===== src/logic/loop_routing_config_regs.vh =====
// Register offsets, field positions, reset values and rate codes.
`ifndef LOOP_ROUTING_CONFIG_REGS_VH
`define LOOP_ROUTING_CONFIG_REGS_VH

// ----------------------------------------------------------------------
// Register map
// ----------------------------------------------------------------------
// The printed offset 0x65 is not a multiple of four, so it is an index.
`define PRIMARY_LOOP_RATE_CONFIG_IDX   8'h65
`define PRIMARY_LOOP_RATE_CONFIG_ADDR  12'h0194
`define PRIMARY_LOOP_RATE_CONFIG_RST   8'h01
`define OUTPUT_RATE_RST                3'h1
`define ROUTING_STATUS_ADDR            12'h0198
`define APB_ADDR_W                     12

// ----------------------------------------------------------------------
// Field positions
// ----------------------------------------------------------------------
`define PHASE_MEASURE_BIT              7
`define ANALOG_TWO_SRC_BIT             6
`define RATE_TO_ANALOG_TWO_HI          5
`define RATE_TO_ANALOG_TWO_LO          4
`define OUTPUT_RATE_HI                 2
`define OUTPUT_RATE_LO                 0

// ----------------------------------------------------------------------
// Rate codes for the second analog loop
// ----------------------------------------------------------------------
`define RATE_12E1                      2'h0
`define RATE_16E1                      2'h1
`define RATE_24DS1                     2'h2
`define RATE_16DS1                     2'h3

// One-hot rate select driven to the second analog loop, all zero for SEL_NONE.
`define SEL_NONE                       4'h0
`define SEL_12E1                       4'h1
`define SEL_16E1                       4'h2
`define SEL_24DS1                      4'h4
`define SEL_16DS1                      4'h8

`endif


===== src/logic/routing_decode.v =====
// Combinational decode of the routing fields into loop steering controls.
`timescale 1ns/10ps
`include "loop_routing_config_regs.vh"

module routing_decode (
    // Configuration fields
    input  wire       phase_measure_enable,
    input  wire       analog_two_source_select,
    input  wire [1:0] primary_rate_to_analog_two,
    // Decoded controls
    output reg        secondary_track_en,
    output reg        phase_meas_en,
    output reg        analog_two_from_primary,
    output reg  [3:0] analog_two_rate_sel
);

    always @* begin
        secondary_track_en      = ~phase_measure_enable;
        phase_meas_en           = phase_measure_enable;
        analog_two_from_primary = analog_two_source_select;
        analog_two_rate_sel     = `SEL_NONE;
        if (analog_two_source_select) begin
            case (primary_rate_to_analog_two)
                `RATE_12E1:  analog_two_rate_sel = `SEL_12E1;
                `RATE_16E1:  analog_two_rate_sel = `SEL_16E1;
                `RATE_24DS1: analog_two_rate_sel = `SEL_24DS1;
                `RATE_16DS1: analog_two_rate_sel = `SEL_16DS1;
                default:     analog_two_rate_sel = `SEL_NONE;
            endcase
        end
    end

endmodule // routing_decode


===== src/logic/loop_routing_config_reg.v =====
// Loop routing configuration register with APB access and steering outputs.
//
// Implementation choice: the APB register port.
`timescale 1ns/10ps
`include "loop_routing_config_regs.vh"

module loop_routing_config_reg (
    // Clock and reset
    input  wire        clk,
    input  wire        rst,
    // APB slave
    input  wire        psel,
    input  wire        penable,
    input  wire        pwrite,
    input  wire [11:0] paddr,
    input  wire [31:0] pwdata,
    input  wire [3:0]  pstrb,
    output reg  [31:0] prdata,
    output reg         pready,
    output reg         pslverr,
    // Loop steering
    output reg         secondary_track_en,
    output reg         phase_meas_en,
    output reg         analog_two_from_primary,
    output reg  [3:0]  analog_two_rate_sel,
    output reg  [2:0]  primary_loop_output_rate
);

    // ------------------------------------------------------------------
    // Register storage
    // ------------------------------------------------------------------
    reg  [7:0]  cfg_r;
    reg  [7:0]  cfg_nxt;
    wire        track_nxt;
    wire        meas_nxt;
    wire        from_pri_nxt;
    wire [3:0]  rate_sel_nxt;
    wire        hit_cfg;
    wire        hit_stat;
    wire        setup;
    reg  [31:0] rdata_nxt;

    assign setup    = psel & ~penable;
    assign hit_cfg  = (paddr == `PRIMARY_LOOP_RATE_CONFIG_ADDR);
    assign hit_stat = (paddr == `ROUTING_STATUS_ADDR);

    // ------------------------------------------------------------------
    // APB access
    // ------------------------------------------------------------------
    // The slave answers one cycle after setup: pready rises in the first
    // access cycle, so every transfer has no wait states.  Writes land at
    // the edge that completes the access phase.
    always @* begin
        cfg_nxt = cfg_r;
        if (psel && penable && pready && pwrite && hit_cfg && pstrb[0]) begin
            cfg_nxt = pwdata[7:0];
        end
    end

    always @* begin
        rdata_nxt = 32'h0000_0000;
        if (hit_cfg) begin
            rdata_nxt = {24'h00_0000, cfg_r};
        end else if (hit_stat) begin
            rdata_nxt = {24'h00_0000, phase_meas_en, analog_two_from_primary,
                         secondary_track_en, 1'b0, analog_two_rate_sel};
        end
    end

    always @(posedge clk or posedge rst) begin
        if (rst) begin
            cfg_r   <= `PRIMARY_LOOP_RATE_CONFIG_RST;
            pready  <= 1'b0;
            pslverr <= 1'b0;
            prdata  <= 32'h0000_0000;
        end else begin
            cfg_r   <= cfg_nxt;
            pready  <= setup;
            pslverr <= setup & ~(hit_cfg | (hit_stat & ~pwrite));
            if (setup && !pwrite) begin
                prdata <= rdata_nxt;
            end
        end
    end

    // ------------------------------------------------------------------
    // Steering decode
    // ------------------------------------------------------------------
    routing_decode u_decode (
        .phase_measure_enable       (cfg_r[`PHASE_MEASURE_BIT]),
        .analog_two_source_select   (cfg_r[`ANALOG_TWO_SRC_BIT]),
        .primary_rate_to_analog_two (cfg_r[`RATE_TO_ANALOG_TWO_HI:
                                           `RATE_TO_ANALOG_TWO_LO]),
        .secondary_track_en         (track_nxt),
        .phase_meas_en              (meas_nxt),
        .analog_two_from_primary    (from_pri_nxt),
        .analog_two_rate_sel        (rate_sel_nxt)
    );

    // Outputs are registered so they follow the stored value by one cycle.
    always @(posedge clk or posedge rst) begin
        if (rst) begin
            secondary_track_en       <= 1'b1;
            phase_meas_en            <= 1'b0;
            analog_two_from_primary  <= 1'b0;
            analog_two_rate_sel      <= `SEL_NONE;
            primary_loop_output_rate <= `OUTPUT_RATE_RST;
        end else begin
            secondary_track_en       <= track_nxt;
            phase_meas_en            <= meas_nxt;
            analog_two_from_primary  <= from_pri_nxt;
            analog_two_rate_sel      <= rate_sel_nxt;
            primary_loop_output_rate <= cfg_r[`OUTPUT_RATE_HI:
                                              `OUTPUT_RATE_LO];
        end
    end

endmodule // loop_routing_config_reg


===== config.mk =====
export PLATFORM = sky130hd
export DESIGN_NAME = loop_routing_config_reg
export DESIGN_NICKNAME = d
export VERILOG_FILES = /design/src/logic/routing_decode.v /design/src/logic/loop_routing_config_reg.v
export VERILOG_INCLUDE_DIRS = /design/src /design/src/logic
export SDC_FILE = /design/constraint.sdc
export NUM_CORES = 1
export LEC_CHECK = 0
export ABC_AREA = 1
export BUFFER_PORTS_ARGS = -buffer_cell sky130_fd_sc_hd__buf_2
export CAP_MARGIN = 10
export CORE_ASPECT_RATIO = 0.7
export CORE_UTILIZATION = 32
export DETAILED_ROUTE_END_ITERATION = 12
export GPL_TIMING_DRIVEN = 0
export PLACE_DENSITY = 0.69
export SYNTH_ARGS = -nofsm -noshare
export SYNTH_HDL_FRONTEND = slang
export SYNTH_SLANG_ARGS = --single-unit

===== constraint.sdc =====
create_clock -name clk -period 1.04 [get_ports clk]
set_input_delay 0.156 -clock clk [delete_from_list [all_inputs] [get_ports clk]]
set_output_delay 0.156 -clock clk [all_outputs]
set_load 0.02 [all_outputs]

* After elaboration in Yosys (flattened, before gate mapping)
Cells that the tools add are included.
W data, S select, Z words.
** Storage, ports and cells
- Bits in registers :: 52
- Bits in latches :: 0
- Memory bits (writable) :: 0
- Memory bits (read-only) :: 0
- Output and inout bits :: 44
- Word-level logic and storage cells :: 34
- Memories kept :: 0
** Operators by class
- Add/sub/neg operators :: 0
- Multipliers :: 0
- Div/mod/pow operators :: 0
- Order comparisons :: 0
- Equal/unequal tests :: 5
- Shift-type cells :: 0
- Muxes and demuxes :: 4
- Bitwise logic cells :: 8
- Reductions and logical operators :: 8
** Operator list (count)
- $eq A12 B9 Y1 const B :: 2
- $mux W8 :: 2
- $pmux W4 S4 :: 1
- $logic_and A1 B1 Y1 :: 6
- $eq A2 B2 Y1 const B :: 2
- $mux W4 :: 1
- $not A1 Y1 :: 4
- $and A1 B1 Y1 :: 3
- $eq A2 B1 Y1 const B :: 1
- $logic_not A2 Y1 :: 1
- $logic_not A1 Y1 :: 1
- $or A1 B1 Y1 :: 1

* Longest topological paths before layout
Gate-level depths: netlist of the first run.
- Word-level depth :: 5
- Mapped depth :: 8
- Depth with buffers taken out :: 8

* Hierarchy
Synthesis of the first run repeated with hierarchy kept, for this count alone.
** Second synthesis, totals
- Cell total of the unflattened synthesis :: 169
- Area, all modules :: 1422.6 µm²
** Modules (own cells, without submodules)
- loop_routing_config_reg :: instances 1, cells an instance 158, area an instance 1373.8 µm²
- routing_decode :: instances 1, cells an instance 11, area an instance 48.8 µm²

* Worst setup path before layout of the first run
Ideal clock, no wire load.
- Kind :: flip-flop to flip-flop
- Start :: reg pready
- End :: reg cfg_r[1]
- Arrival time :: 1.075 ns
- Data required time :: 0.922 ns
- Slack :: -0.153 ns
- Cell stages (with the launch flop) :: 6
- Buffers on the path :: 0
- Period minus slack after synthesis :: 1.193 ns
- Path through :: dfrtp_1 > nand3_1 > nor2_2 > nand3_4 > nand2_1 > nand2_1
** Between the ends
- Word-level cells in the longest chain between the ends :: 4
** RTL lines
- start, declared :: RTL line loop_routing_config_reg.v:19 : output reg pready,
- start signal, assigned :: RTL line loop_routing_config_reg.v:78 : pready <= setup;
- $logic_and A1 B1 Y1 (4 in series) :: RTL line loop_routing_config_reg.v:55 : if (psel && penable && pready && pwrite && hit_cfg && pstrb[0]) begin
- end signal, assigned :: RTL line loop_routing_config_reg.v:72 : cfg_r <= `PRIMARY_LOOP_RATE_CONFIG_RST;
- end signal, assigned :: RTL line loop_routing_config_reg.v:77 : cfg_r <= cfg_nxt;
- end, declared :: RTL line loop_routing_config_reg.v:32 : reg [7:0] cfg_r;
Every way passes these cells.
A chain may end at the register's enable or synchronous reset.

* Worst setup path after layout of the first run
- Start :: reg secondary_track_en
- End :: out secondary_track_en
** RTL lines
- start, declared :: RTL line loop_routing_config_reg.v:22 : output reg secondary_track_en,
- start signal, assigned :: RTL line loop_routing_config_reg.v:109 : secondary_track_en <= track_nxt;
No word-level cell between the ends.

==> metrics.csv, run 1 <==
stage,metric,value,unit
cells_and_area,syn_to_final_growth,38.0,%
critical_path,setup.worst_path.start_class,flip-flop,
timing,clock_skew,0.00445,ns
die,io_pins,97,
die,dieHeight,57.6,um
critical_path,reg2reg_setup_slack,-0.01,ns
critical_path,crit_required,0.88,ns
critical_path,path_class,flip-flop to output port,
timing,slew_violations,0,
synth,ys_types,18,
synth,syn-instance-count,166,
clock_tree,clock_sinks,28,
synth,yosysSeqAreaShare,49.8,%
critical_path,cpPeakStageDelay,0.55,ns
critical_path,crit_slowest_cell,dfstp_2,
clock_tree,cts_tree,yes,
critical_path,arrival,0.94,ns
cells_and_area,diodes,0,
global_routing,grt_pass1_wl,4800,um
run,drv_cap,0,
timing,rsz0062_at_grt,true,
critical_path,r2r-end,cfg_r[7],
global_routing,antenna_found_initial,0,
worst_hold_path,hold_end,cfg_r[0],
timing,whs,0.109,ns
synth,synth_area,1420,um2
timing,tightest_slew,0.602,ns
worst_hold_path,min_path_cells,3,
pwr,power.density,1140,nW/um2
cells_and_area,drive_gt1_share,40.1,%
global_routing,grt_pass1_vias,1097,
die,initial_core_util,34.8,%
drt,wirelength,2990,um
critical_path,critical_path_buf_inv_count,1,
place,place_congestion,0.767,
clock_tree,clk_pin_slew_worst_paths,0.09,ns
status,violations,setup timing,
synth,synth.avg_cell_area,8.52,um2
place,placed_area,1800,um2
synth,ys_seq_elements,28,
synth,yosysTopAreaCell,dfrtp_1,
drt,wl_per_cell,10.2,um
synth,yosysWarnings,0,
drt,first_pass_iters,4,
worst_hold_path,hp-class,input pin to flip-flop,
drt,vias_per_cell,4.14,
die,die_width,81.5,um
critical_path,crit_chain,buf_6,
clock_tree,htreeDepth,1,
pwr,ir_drop,0.796,mV
drt,remaining_drc_errors,0,
critical_path,worstSetupEndpointType,output port,
timing,timing.final.crit_share,105,%
die,dieArea,4700,um2
die,coreArea,4070,um2
pwr,p_leak,1.14,nW
place,hpwl,2350,um
die,rows,19,
worst_hold_path,min_from,pwdata[0],
pwr,power,2.22,mW
timing,tns,-0.0963,ns
cells_and_area,stdcell_area,1950,um2
critical_path,critPathTopFamily,flip-flops,
timing,setup_viol,4,
critical_path,r2r_start,pready,
synth,synthDominantCellAreaShare,44.2,%
timing,hold_viol_final,0,
clock_tree,root_buffer,clkbuf_8,
clock_tree,cts_buffer_depth,2,
cells_and_area,nets,296,
timing,slew-limit-headroom,59.8,%
clock_tree,clk_latency,0.27,ns
clock_tree,cts_buffers,3,
cells_and_area,final_common_cell,nand2_1,
drt,vias,1218,
critical_path,path_max_fanout,2,
timing,post-route-min-period,1.09,ns
synth,synth_area_leaders,"dfrtp_1, nand2_1, buf_4",
global_routing,grt_max_degree,29,
drt,drtIter0Drc,51,
critical_path,worst_r2r_path_depth,5,
global_routing,grtUsageTotal,13.6,%
timing,layout_setup_ws,-0.0540,ns
status,status,finished with violations,
drt,ant_nets,0,
place,portBuffers,45,
cells_and_area,final_cell_mix,"nand2_1, buf_2, buf_4",
timing,fmax,914,MHz
global_routing,grt.overflow.total,0,
==> synth_stat cells, drive strengths merged <==
cell,count
clkinv,1
nand2,54
or2,1
conb,1
nor3,5
o21ai,2
nor2,10
inv,14
dfstp,3
buf,25
dfrtp,25
nand3,17
nand4,8
==> power by group <==
group	switching, mW	internal (mW)
logic	0.172	0.114
registers	0.00222	1.09
clock network	0.326	0.515
total	0.500	1.72
==> registers in the layout, summed over array words and instances (netlist names) <==
register	count
primary_loop_output_rate	3
prdata	8
secondary_track_en	1
cfg_r	8
analog_two_rate_sel	4
phase_meas_en	1
analog_two_from_primary	1
pready	1
pslverr	1
==> logic make-up after synthesis <==
group / after synthesis / synth area share, %
AO/OA/AOI/OAI: 2 / 0.707
buffers and inverters: 40 / 17.2
flip-flops: 28 / 49.8
other: 1 / 0.265
AND/OR/NAND/NOR: 95 / 32.0
==> per-stage QoR <==
step	instances	setup slack, ns	utilization [%]
2_1_floorplan	189	-0.0303	-
3_3_place_gp	286	-0.224	44.4
3_5_place_dp	286	-0.263	44.4
4_1_cts	291	-0.0636	46.9
5_1_grt	294	-0.0858	48.0
6_report	294	-0.0540	48.0
==> worst max path at each step <==
stage / from / endpoint / depth (start not counted)
after floorplan: pready / cfg_r[1] / 5
after global placement: paddr[5] / cfg_r[4] / 7
after detailed placement: paddr[5] / cfg_r[2] / 7
after CTS: secondary_track_en / secondary_track_en / 1
after global routing: secondary_track_en / secondary_track_en / 1
final: secondary_track_en / secondary_track_en / 1
==> repair_timing <==
action                                  in CTS  in global routing
pin swaps                                    1                  3
endpoints found under the setup margin      10                 20
hold endpoints to repair                     0                 25
hold buffers                                 0                  1
gates resized for setup                      4                  7
buffers inserted                             1                  2
==> layout make-up <==
cell class / instances / area [um2]
inverters: 15 / 60.1
fillers: 412 / 2110
flip-flops and latches: 28 / 706
repair buffers: 49 / 283
clock buffers: 3 / 41.3
plain buffers: 25 / 188
clock inverters: 1 / 30.0
well taps: 52 / 65.1
multi-input cells: 121 / 581
==> layer usage <==
layer  GRT usage [%]  vias up  wire (um)
met5               0        -          0
met4            3.06        0          0
met3            5.04        0        167
met2            20.4       31       1370
met1            18.9      559       1450
li1                -      628          -
Power figures use the tool's default switching activity.
==> run 2, diff against run 1 <==
- CELL_PAD_IN_SITES_DETAIL_PLACEMENT: unset -> 1
- CELL_PAD_IN_SITES_GLOBAL_PLACEMENT: unset -> 2
- CORE_UTILIZATION: 32 -> 20
- CTS_BUF_LIST: unset -> sky130_fd_sc_hd__clkbuf_4
- PLACE_DENSITY: 0.69 -> 0.8
==> run 2 against run 1 <==
- core utilization is 16 points lower
- die area is 58% higher
- largest cell class unchanged
- cell count is 16% higher
- global-route usage is 3.4 points lower
- maximum frequency is 6.4% lower
- sequential power hardly changed
- the run still ends with setup timing left
- clock power is 15% lower
- critical path depth stayed put
==> metrics.csv, run 2 (synthesized netlist as in run 1, its figures left out) <==
stage,metric,value,unit
status,status,finished with violations,
status,violations,setup timing,
critical_path,critPathTopFamily,flip-flops,
timing,hold_viol_final,0,
critical_path,crit_slowest_cell,dfstp_2,
place,portBuffers,45,
clock_tree,clk_pin_slew_worst_paths,0.15,ns
critical_path,critical_path_buf_inv_count,1,
die,dieArea,7420,um2
cells_and_area,diodes,0,
cells_and_area,nets,301,
drt,wl_per_cell,10.5,um
place,placed_area,1860,um2
drt,vias,1276,
timing,post-route-min-period,1.17,ns
place,place_congestion,0.724,
clock_tree,cts_buffers,3,
critical_path,path_max_fanout,2,
pwr,ir_drop,0.445,mV
timing,whs,0.0225,ns
die,initial_core_util,20.8,%
critical_path,cpPeakStageDelay,0.57,ns
timing,layout_setup_ws,-0.128,ns
cells_and_area,drive_gt1_share,41.3,%
drt,drtIter0Drc,46,
pwr,power,2.12,mW
clock_tree,cts_buffer_depth,2,
global_routing,grt_pass1_wl,5950,um
drt,remaining_drc_errors,0,
pwr,power.density,984,nW/um2
global_routing,grt_max_degree,29,
clock_tree,root_buffer,clkbuf_4,
clock_tree,clk_latency,0.34,ns
pwr,p_leak,1.18,nW
critical_path,arrival,1.01,ns
global_routing,grt.overflow.total,0,
cells_and_area,syn_to_final_growth,52.3,%
worst_hold_path,hp-class,input pin to flip-flop,
clock_tree,htreeDepth,1,
timing,rsz0062_at_grt,true,
critical_path,crit_chain,buf_6,
place,dp_slack,-0.317,ns
critical_path,crit_required,0.88,ns
critical_path,setup.worst_path.start_class,flip-flop,
critical_path,path_class,flip-flop to output port,
die,die_width,103,um
cells_and_area,final_common_cell,nand2_1,
timing,clock_skew,0.0108,ns
timing,timing.final.crit_share,112,%
critical_path,worstSetupEndpointType,output port,
drt,ant_nets,0,
cells_and_area,final_cell_mix,"nand2_1, buf_4, buf_2",
place,hpwl,2880,um
drt,first_pass_iters,4,
drt,wirelength,3580,um
run,drv_cap,0,
clock_tree,clock_sinks,28,
die,rows,25,
timing,fmax,856,MHz
global_routing,grtUsageTotal,10.3,%
timing,setup_viol,21,
die,coreArea,6790,um2
cells_and_area,top_regs,"cfg_r x8, prdata x8, analog_two_rate_sel x4",
timing,tns,-0.741,ns
drt,vias_per_cell,3.74,
die,io_pins,97,
die,dieHeight,72.4,um
clock_tree,cts_tree,yes,
global_routing,antenna_found_initial,0,
global_routing,grt_pass1_vias,1301,
timing,slew_violations,0,
cells_and_area,stdcell_area,2160,um2
[run 2: area by class of cell]
class | count | area (um2)
Buffer | 25 | 188
Clock buffer | 3 | 22.5
Clock inverter | 1 | 30.0
Fill cell | 822 | 4630
Inverter | 15 | 56.3
Multi-Input combinational cell | 121 | 583
Sequential cell | 28 | 706
Tap cell | 94 | 118
Timing Repair Buffer | 54 | 453
[run 2: repair_timing]
action,4_1_cts,5_1_grt
gates resized for setup,41,6
endpoints found under the hold margin,0,6
pin swaps,3,1
setup buffers,5,2
endpoints found under the setup margin,28,32
cloned,0,0
hold buffers,0,1
[run 2: worst reg2reg max path: stages (launching register included)]
cell     delay [ns]
dfrtp_2        0.41
nand3_2        0.09
nor2_4         0.18
nand3_4        0.18
nand2_2        0.10
nand2_1        0.04
[run 2: worst paths after layout]
check	startpoint	to	slack, ns	cells past startpoint
max in group asynchronous	rst	secondary_track_en	0.21	4
worst min register to register	cfg_r[0]	primary_loop_output_rate[0]	0.39	0
worst min-delay path	pwdata[0]	cfg_r[0]	0.02	3
min in group asynchronous	rst	primary_loop_output_rate[1]	0.31	3
worst max register to register	pready	cfg_r[4]	-0.05	5
worst max-delay path	secondary_track_en	secondary_track_en	-0.13	1
[run 2: metrics by stage]
step,std cells,utilization (%)
floorplan,189,-
finish,341,31.8
global placement,328,27.3
CTS,337,30.7
detailed placement,328,27.3
global route,341,31.8
[run 2: routing by layer]
metal	vias up	track usage, %	part of all wire, %
li1	641	-	-
met4	0	0.952	0.36
met3	2	2.99	6.8
met5	-	0	0
met2	42	17.6	46
met1	591	13.3	46
[run 2: where the power goes]
group / leakage [nW] / internal [mW] / switching [mW]
Combinational: 0.777 / 0.128 / 0.177
Sequential: 0.377 / 1.09 / 0.00320
Clock: 0.0279 / 0.390 / 0.329
